## src/tzp_pkg.sv

```systemverilog
// constants, types and carriers for the zone access-protection checker
// assumes the core supplies a matched entry and the mode/translation state

package tzp_pkg;

  localparam int unsigned TZP_ZONE_COUNT     = 16;
  localparam int unsigned TZP_ZONE_BITS      = 2;
  localparam int unsigned TZP_ZONE_SELECT_BITS      = 4;
  localparam int unsigned TZP_REG_BITS       = 32;
  localparam int unsigned TZP_TAG_BITS       = 8;
  localparam int unsigned TZP_SPR_BITS       = 10;
  localparam int unsigned TZP_REG_TOP        = 31;

  typedef logic [TZP_REG_BITS-1:0]  tzp_word_t;
  typedef logic [TZP_TAG_BITS-1:0]  tzp_tag_t;
  typedef logic [TZP_ZONE_SELECT_BITS-1:0] tzp_zone_select_t;
  typedef logic [TZP_ZONE_BITS-1:0] tzp_zone_t;
  typedef logic [TZP_SPR_BITS-1:0]  tzp_spr_t;

  // special register number of zone_override_control
  localparam tzp_spr_t  TZP_SPR_ZONE_OVERRIDE = 10'h3b0;
  localparam tzp_word_t TZP_ZONE_RESET        = 32'h0000_0000;
  localparam tzp_tag_t  TZP_GLOBAL_TAG        = 8'h00;

  // zone field encodings
  localparam tzp_zone_t TZP_ZONE_NONE   = 2'h0;
  localparam tzp_zone_t TZP_ZONE_PLAIN1 = 2'h1;
  localparam tzp_zone_t TZP_ZONE_MID    = 2'h2;
  localparam tzp_zone_t TZP_ZONE_FULL   = 2'h3;

  typedef enum logic [1:0] {
    TZP_ACC_FETCH = 2'b00,
    TZP_ACC_EXEC  = 2'b01,
    TZP_ACC_LOAD  = 2'b10,
    TZP_ACC_STORE = 2'b11
  } tzp_acc_e;

  // one check request from the core
  typedef struct packed {
    logic     valid;
    tzp_acc_e kind;
    logic     userMode;
    logic     instrXlateOn;
    logic     dataXlateOn;
    tzp_tag_t processId;
    logic     entryValid;
    tzp_tag_t entryProcessTag;
    tzp_zone_select_t zoneSelect;
    logic     executePermit;
    logic     writePermit;
  } tzp_req_s;

  // registered verdict
  typedef struct packed {
    logic     done;
    tzp_acc_e kind;
    logic     hit;
    logic     miss;
    logic     allow;
    logic     suppress;
    logic     fetchProtectionFault;
    logic     dataStorageFault;
    logic     fetchMarkedDenied;
    logic     effWritable;
    logic     effExecutable;
    tzp_zone_t zoneValue;
  } tzp_res_s;

  // special-register move from the core
  typedef struct packed {
    logic      valid;
    logic      write;
    logic      userMode;
    tzp_spr_t  number;
    tzp_word_t wdata;
  } tzp_spr_req_s;

  typedef struct packed {
    logic      ack;
    logic      privFault;
    tzp_word_t rdata;
  } tzp_spr_res_s;

endpackage

```

## src/tzp_zone_protect.sv

```systemverilog
// zone and page access-protection checker with zone_override_control register
// assumes a matched entry is presented by the core; lookup itself lives elsewhere
// What this block does
// - use entries whose tag equals process id
// - tag zero entries match any process
// - execute only with execute permit set or a forcing zone
// - fetch fault only when instruction executes
// - writes need write permit or a forcing zone, else data fault
// - entries never block reads; privileged always reads
// - register holds sixteen two-bit zone fields
// - zone select picks zone number directly
// - zone 0 at msb pair, 15 lsb
// - user zone 00 denies every access
// - listed values leave entry bits unchanged
// - listed values force writable and executable
// - zone change acts at once on pages
// - register only privileged, special register 944
// - no protection fault with translation off
// - process id zero hits only tag zero
`timescale 1ns/1ps

module tzp_zone_protect
  import tzp_pkg::*;
#(
  parameter tzp_pkg::tzp_word_t ZONE_RESET = tzp_pkg::TZP_ZONE_RESET
)
(
  input  wire logic                  core_clk,
  input  wire logic                  rst,
  input  wire logic                  clkEn,
  input  wire tzp_pkg::tzp_req_s     chkReq,
  input  wire tzp_pkg::tzp_spr_req_s sprReq,
  output tzp_pkg::tzp_res_s          chkRes,
  output tzp_pkg::tzp_spr_res_s      sprRes,
  output tzp_pkg::tzp_word_t         zoneOverrideControl
);
  import tzp_pkg::*;

  typedef struct packed {
    tzp_word_t    zoneReg;
    tzp_res_s     res;
    tzp_spr_res_s spr;
  } tzp_state_s;

  tzp_state_s state;
  tzp_state_s next_state;

  // msb-first numbering: zone n sits at vector bits [31-2n -: 2]
  function automatic tzp_zone_t zoneOf(input tzp_word_t zr, input tzp_zone_select_t sel);
    tzp_zone_t z;
    int unsigned top;
    top = TZP_REG_TOP - TZP_ZONE_BITS * int'(sel);
    z = zr[top -: TZP_ZONE_BITS];
    return z;
  endfunction

  // process match; pid zero falls out since only tag zero equals it
  function automatic logic tagMatch(input tzp_tag_t tag, input tzp_tag_t process_id);
    return (tag == TZP_GLOBAL_TAG) || (tag == process_id);
  endfunction

  tzp_zone_t zoneVal;
  logic      isInstr;
  logic      xlateOn;
  logic      entryHit;
  logic      noAccess;
  logic      forceWx;
  logic      canWrite;
  logic      canExec;
  logic      denied;
  logic      sprHitReg;

  always_comb
  begin
    next_state = state;
    // live register read: no copy in the entries, so a field write acts at once
    zoneVal  = zoneOf(state.zoneReg, chkReq.zoneSelect);
    isInstr  = (chkReq.kind == TZP_ACC_FETCH) || (chkReq.kind == TZP_ACC_EXEC);
    xlateOn  = isInstr ? chkReq.instrXlateOn : chkReq.dataXlateOn;
    entryHit = chkReq.entryValid && tagMatch(chkReq.entryProcessTag, chkReq.processId);
    noAccess = chkReq.userMode && (zoneVal == TZP_ZONE_NONE);
    // user: only 11 forces; privileged: 10 and 11 force
    forceWx  = (zoneVal == TZP_ZONE_FULL) ||
               (!chkReq.userMode && (zoneVal == TZP_ZONE_MID));
    // remaining codes keep the entry's own bits
    canWrite = forceWx || chkReq.writePermit;
    canExec  = forceWx || chkReq.executePermit;
    denied   = 1'b0;
    unique case (chkReq.kind)
      TZP_ACC_FETCH: denied = noAccess || !canExec;
      TZP_ACC_EXEC:  denied = noAccess || !canExec;
      TZP_ACC_LOAD:  denied = noAccess;
      TZP_ACC_STORE: denied = noAccess || !canWrite;
    endcase

    next_state.res.done                 = chkReq.valid;
    next_state.res.kind                 = chkReq.kind;
    next_state.res.zoneValue            = zoneVal;
    next_state.res.effWritable          = canWrite;
    next_state.res.effExecutable        = canExec;
    next_state.res.hit                  = 1'b0;
    next_state.res.miss                 = 1'b0;
    next_state.res.allow                = 1'b0;
    next_state.res.suppress             = 1'b0;
    next_state.res.fetchProtectionFault = 1'b0;
    next_state.res.dataStorageFault     = 1'b0;
    next_state.res.fetchMarkedDenied    = 1'b0;
    if (chkReq.valid)
    begin
      if (!xlateOn)
      begin
        // real mode: no lookup, no protection
        next_state.res.allow = 1'b1;
      end
      else if (!entryHit)
      begin
        next_state.res.miss     = 1'b1;
        next_state.res.suppress = 1'b1;
      end
      else
      begin
        next_state.res.hit = 1'b1;
        if (!denied)
        begin
          next_state.res.allow = 1'b1;
        end
        else if (chkReq.kind == TZP_ACC_FETCH)
        begin
          // speculative fetch only marks the word; a discarded fetch never faults
          next_state.res.allow             = 1'b1;
          next_state.res.fetchMarkedDenied = 1'b1;
        end
        else
        begin
          next_state.res.suppress = 1'b1;
          next_state.res.fetchProtectionFault = (chkReq.kind == TZP_ACC_EXEC);
          next_state.res.dataStorageFault     = (chkReq.kind != TZP_ACC_EXEC);
        end
      end
    end

    // special-register port; other numbers belong to other units, no answer
    sprHitReg              = sprReq.valid && (sprReq.number == TZP_SPR_ZONE_OVERRIDE);
    next_state.spr.ack       = sprHitReg;
    next_state.spr.privFault = sprHitReg && sprReq.userMode;
    next_state.spr.rdata     = '0;
    if (sprHitReg && !sprReq.userMode)
    begin
      if (sprReq.write)
      begin
        next_state.zoneReg = sprReq.wdata;
      end
      else
      begin
        next_state.spr.rdata = state.zoneReg;
      end
    end
  end

  always_ff @(posedge core_clk)
  begin
    if (rst)
    begin
      state         <= '0;
      state.zoneReg <= ZONE_RESET;
    end
    else if (clkEn)
    begin
      state <= next_state;
    end
  end

  assign chkRes              = state.res;
  assign sprRes              = state.spr;
  assign zoneOverrideControl = state.zoneReg;

endmodule

```

## config.mk

```make
export PLATFORM = sky130hd
export DESIGN_NAME = tzp_zone_protect
export DESIGN_NICKNAME = d
export VERILOG_FILES = /design/src/tzp_pkg.sv /design/src/tzp_zone_protect.sv
export SDC_FILE = /design/constraint.sdc
export NUM_CORES = 1
export LEC_CHECK = 0
export BUFFER_PORTS_ARGS = -buffer_cell sky130_fd_sc_hd__buf_2
export CORE_AREA = 2 2 72 125
export DETAILED_ROUTE_END_ITERATION = 8
export DIE_AREA = 0 0 74 127
export HOLD_SLACK_MARGIN = 0.1
export PLACE_DENSITY = 0.79
export SLEW_MARGIN = 20
export SYNTH_ARGS = -nofsm -noshare
export SYNTH_HDL_FRONTEND = slang
export SYNTH_SLANG_ARGS = --single-unit
export TNS_END_PERCENT = 50
```

## constraint.sdc

```tcl
create_clock -name core_clk -period 2.5 [get_ports core_clk]
set_clock_uncertainty 0.15 [all_clocks]
set_input_delay 0.25 -clock core_clk [delete_from_list [all_inputs] [get_ports core_clk]]
set_output_delay 0.25 -clock core_clk [all_outputs]
set_load 0.01 [all_outputs]
```

==> out/metrics.cfg <==
[timing]
tns_ns=0
finalMaxSlewViolations=0
layout_setup_ws_ns=0.548
period_share_pct=78.1
fmax_ghz=0.512
max-slew-margin-rel_pct=56.3
worst_pin_slew_ns=0.656
setup_viol=0
period_needed_ns=1.95
rsz0062_at_grt=no
hold_violations=0

[pwr]
power_density_nw_per_um2=630
p_leak_uw=0.00249
fin_total_pwr_uw=3090
peakVddDrop_v=0.000377

[setup_path]
endpoint_kind=flop
cp-startpoint=zoneOverrideControl[6]
r2r_slack_ns=0.55
critPathCapture=chkRes[5]
timing.rr.start=zoneOverrideControl[6]
r2r_end=chkRes[5]
reg2reg_depth=6
crit_arrival_ns=2.02
critPathRequiredTime_ns=2.57
startpoint_type=flop
crit_type=reg2reg
critPathMaxFanout=4

[yosys]
synth-xor-area-share_pct=2.11
synth_area_um2=3320
yosys.area_share.adder_pct=0.339
seq_area_frac_synth_pct=48.2
synthesis.nets=420
synth.area.mux_share_pct=17.9
yosys_warnings=0
yosysUniqueCellTypes=44
synthFlopType=dfxtp_1
synth_edf_count=0
synthArstFlopShare_pct=0
synth-compound-area-share_pct=12.0
avgSynthCellArea_um2=9.69
synth_seq_cells=80
synthSimpleGateAreaFrac_pct=15.5
synth_top_family_by_area=multiplexers
syn_inst=343

[routing]
wirelength_um=10600
routed_via_density=5.13
drt_drc_violations_left=0
wire_per_inst_um=16.4
first_pass_iters=4
postRouteAntennaNets=0
drt_iter0_markers=153
via_count=3307

[global_routing]
track_usage_pct=22.6
grt_max_degree=67
antenna_found_initial=0
first_global_vias=3445
grt_first_pass_wirelength_um=16300
overflow=0

[floorplan]
die_h_um=127
pin_count=157
placementRows=44
start_util_pct=40.0
die-width_um=74
core_area_um2=8310
dieArea_um2=9400

[clocking]
cts.sinks=80
post_cts_buffers=0
clkLatencyLatePin_ns=0.33
ctsRootBufferMaster=clkbuf_16
htreeDepth=3
path_clk_slew_ns=0.06
cts_tree=yes
cts_made_buffers=9
clock_path_buffers=2

[finish]
final_nets=602
final_common_cell=buf_2
final_util_pct=59.0
most-common-layout-cells=buf_2, dfxtp_1, nor2_1
n_fill_cell=685
n_antenna_cell=0
layout-drive-gt1-share_pct=34.3
stdcell_count=645
syn_to_final_growth_pct=47.5

[hold_path]
hp-class=in2reg
hold_start=chkReq[26]

[place]
pre_cts_ws_ns=0.407
dp_hpwl_um=7420
portBuffers=156
place_inst=594
gp_routability_congestion=0.788

[outcome]
status=completed

[job]
max_cap_viol_count=0

## worst min-delay path by stage
stage | endpoint | slack [ns] | cells after the start
after detailed placement | chkRes[4] | 0.32 | 1
final | chkRes[11] | 0.11 | 3
after CTS | chkRes[11] | 0.11 | 3
after global routing | chkRes[12] | 0.15 | 2
after floorplan | zoneOverrideControl[0] | 0.24 | 2
after global placement | chkRes[6] | 0.30 | 2
## stage by stage
step / hold slack (ns) / instance area, µm²
2_1_floorplan: 0.244 / 3320
3_3_place_gp: 0.298 / 4190
3_5_place_dp: 0.315 / 4190
4_1_cts: 0.107 / 4900
5_1_grt: 0.155 / 4900
6_report: 0.107 / 4900
## area by class of cell
| class | instances | area (µm²) | share of cell area (%) |
|---|---|---|---|
| multi-input combinational | 233 | 1590 | 32.5 |
| clock inverter | 5 | 129 | 2.63 |
| tap | 115 | 144 | 2.93 |
| clock buffer | 11 | 233 | 4.74 |
| inverter | 4 | 15.0 | 0.306 |
| sequential | 80 | 1600 | 32.7 |
| timing repair buffer | 197 | 1190 | 24.2 |
## registers in the layout, indices dropped and copies added (netlist names)
register,cells
chkRes,14
zoneOverrideControl,32
sprRes,34
## Yosys cell counts, drive strengths merged (2+ instances only)
cell / number / area share [%]
dfxtp: 80 / 48
nor2: 76 / 8.6
mux2i: 47 / 14
a22oi: 34 / 7.7
clkbuf: 17 / 1.9
nand2: 14 / 1.6
buf: 9 / 1.7
xnor2: 8 / 2.1
nor3: 7 / 1.1
a21oi: 4 / 0.60
inv: 4 / 0.45
mux4: 4 / 2.9
nand2b: 3 / 0.56
nor3b: 3 / 0.68
nor4: 3 / 0.56
a311oi: 2 / 0.53
a32o: 2 / 0.60
mux2: 2 / 0.79
nand3: 2 / 0.30
nand3b: 2 / 0.45
nand4: 2 / 0.38
o22ai: 2 / 0.38
## report_power, final
part	internal (µW)	total [µW]	switching (µW)
Sequential	1280	1290	3.31
Clock	1080	1580	497
Combinational	121	231	110
## what timing repair did
| item | in CTS | in global routing |
|---|---|---|
| hold endpoints to repair | 35 | 0 |
| hold buffers | 35 | 0 |
| resized for setup | 0 | 0 |
## layer usage
metal  track usage (%)  up-vias  wire length, µm
met1              23.0     1558             3750
li1                  -     1573                -
met4              11.4        0              432
met3              5.44       29              663
met2              41.2      147             5750
met5                 0        -                0
## kinds of logic (layout without fill, tap and decap cells)
family                   Yosys count  in the layout
XOR/XNOR                           8              8
buffers and inverters             30            217
multiplexers                      53             53
AND/OR/NAND/NOR                  118            118
adder cells (fa/ha/maj)            1              1
flip-flops                        80             80
AO/OA/AOI/OAI                     53             53
## critical path, cell delays in order (launching register included)
cell and delay, ns:
dfxtp_1 0.38, mux2i_1 0.11, o32ai_1 0.24, nor3_1 0.10
a22o_1 0.27, maj3_2 0.33, a32o_1 0.26
No activity file was read; power rests on OpenSTA's default activity.
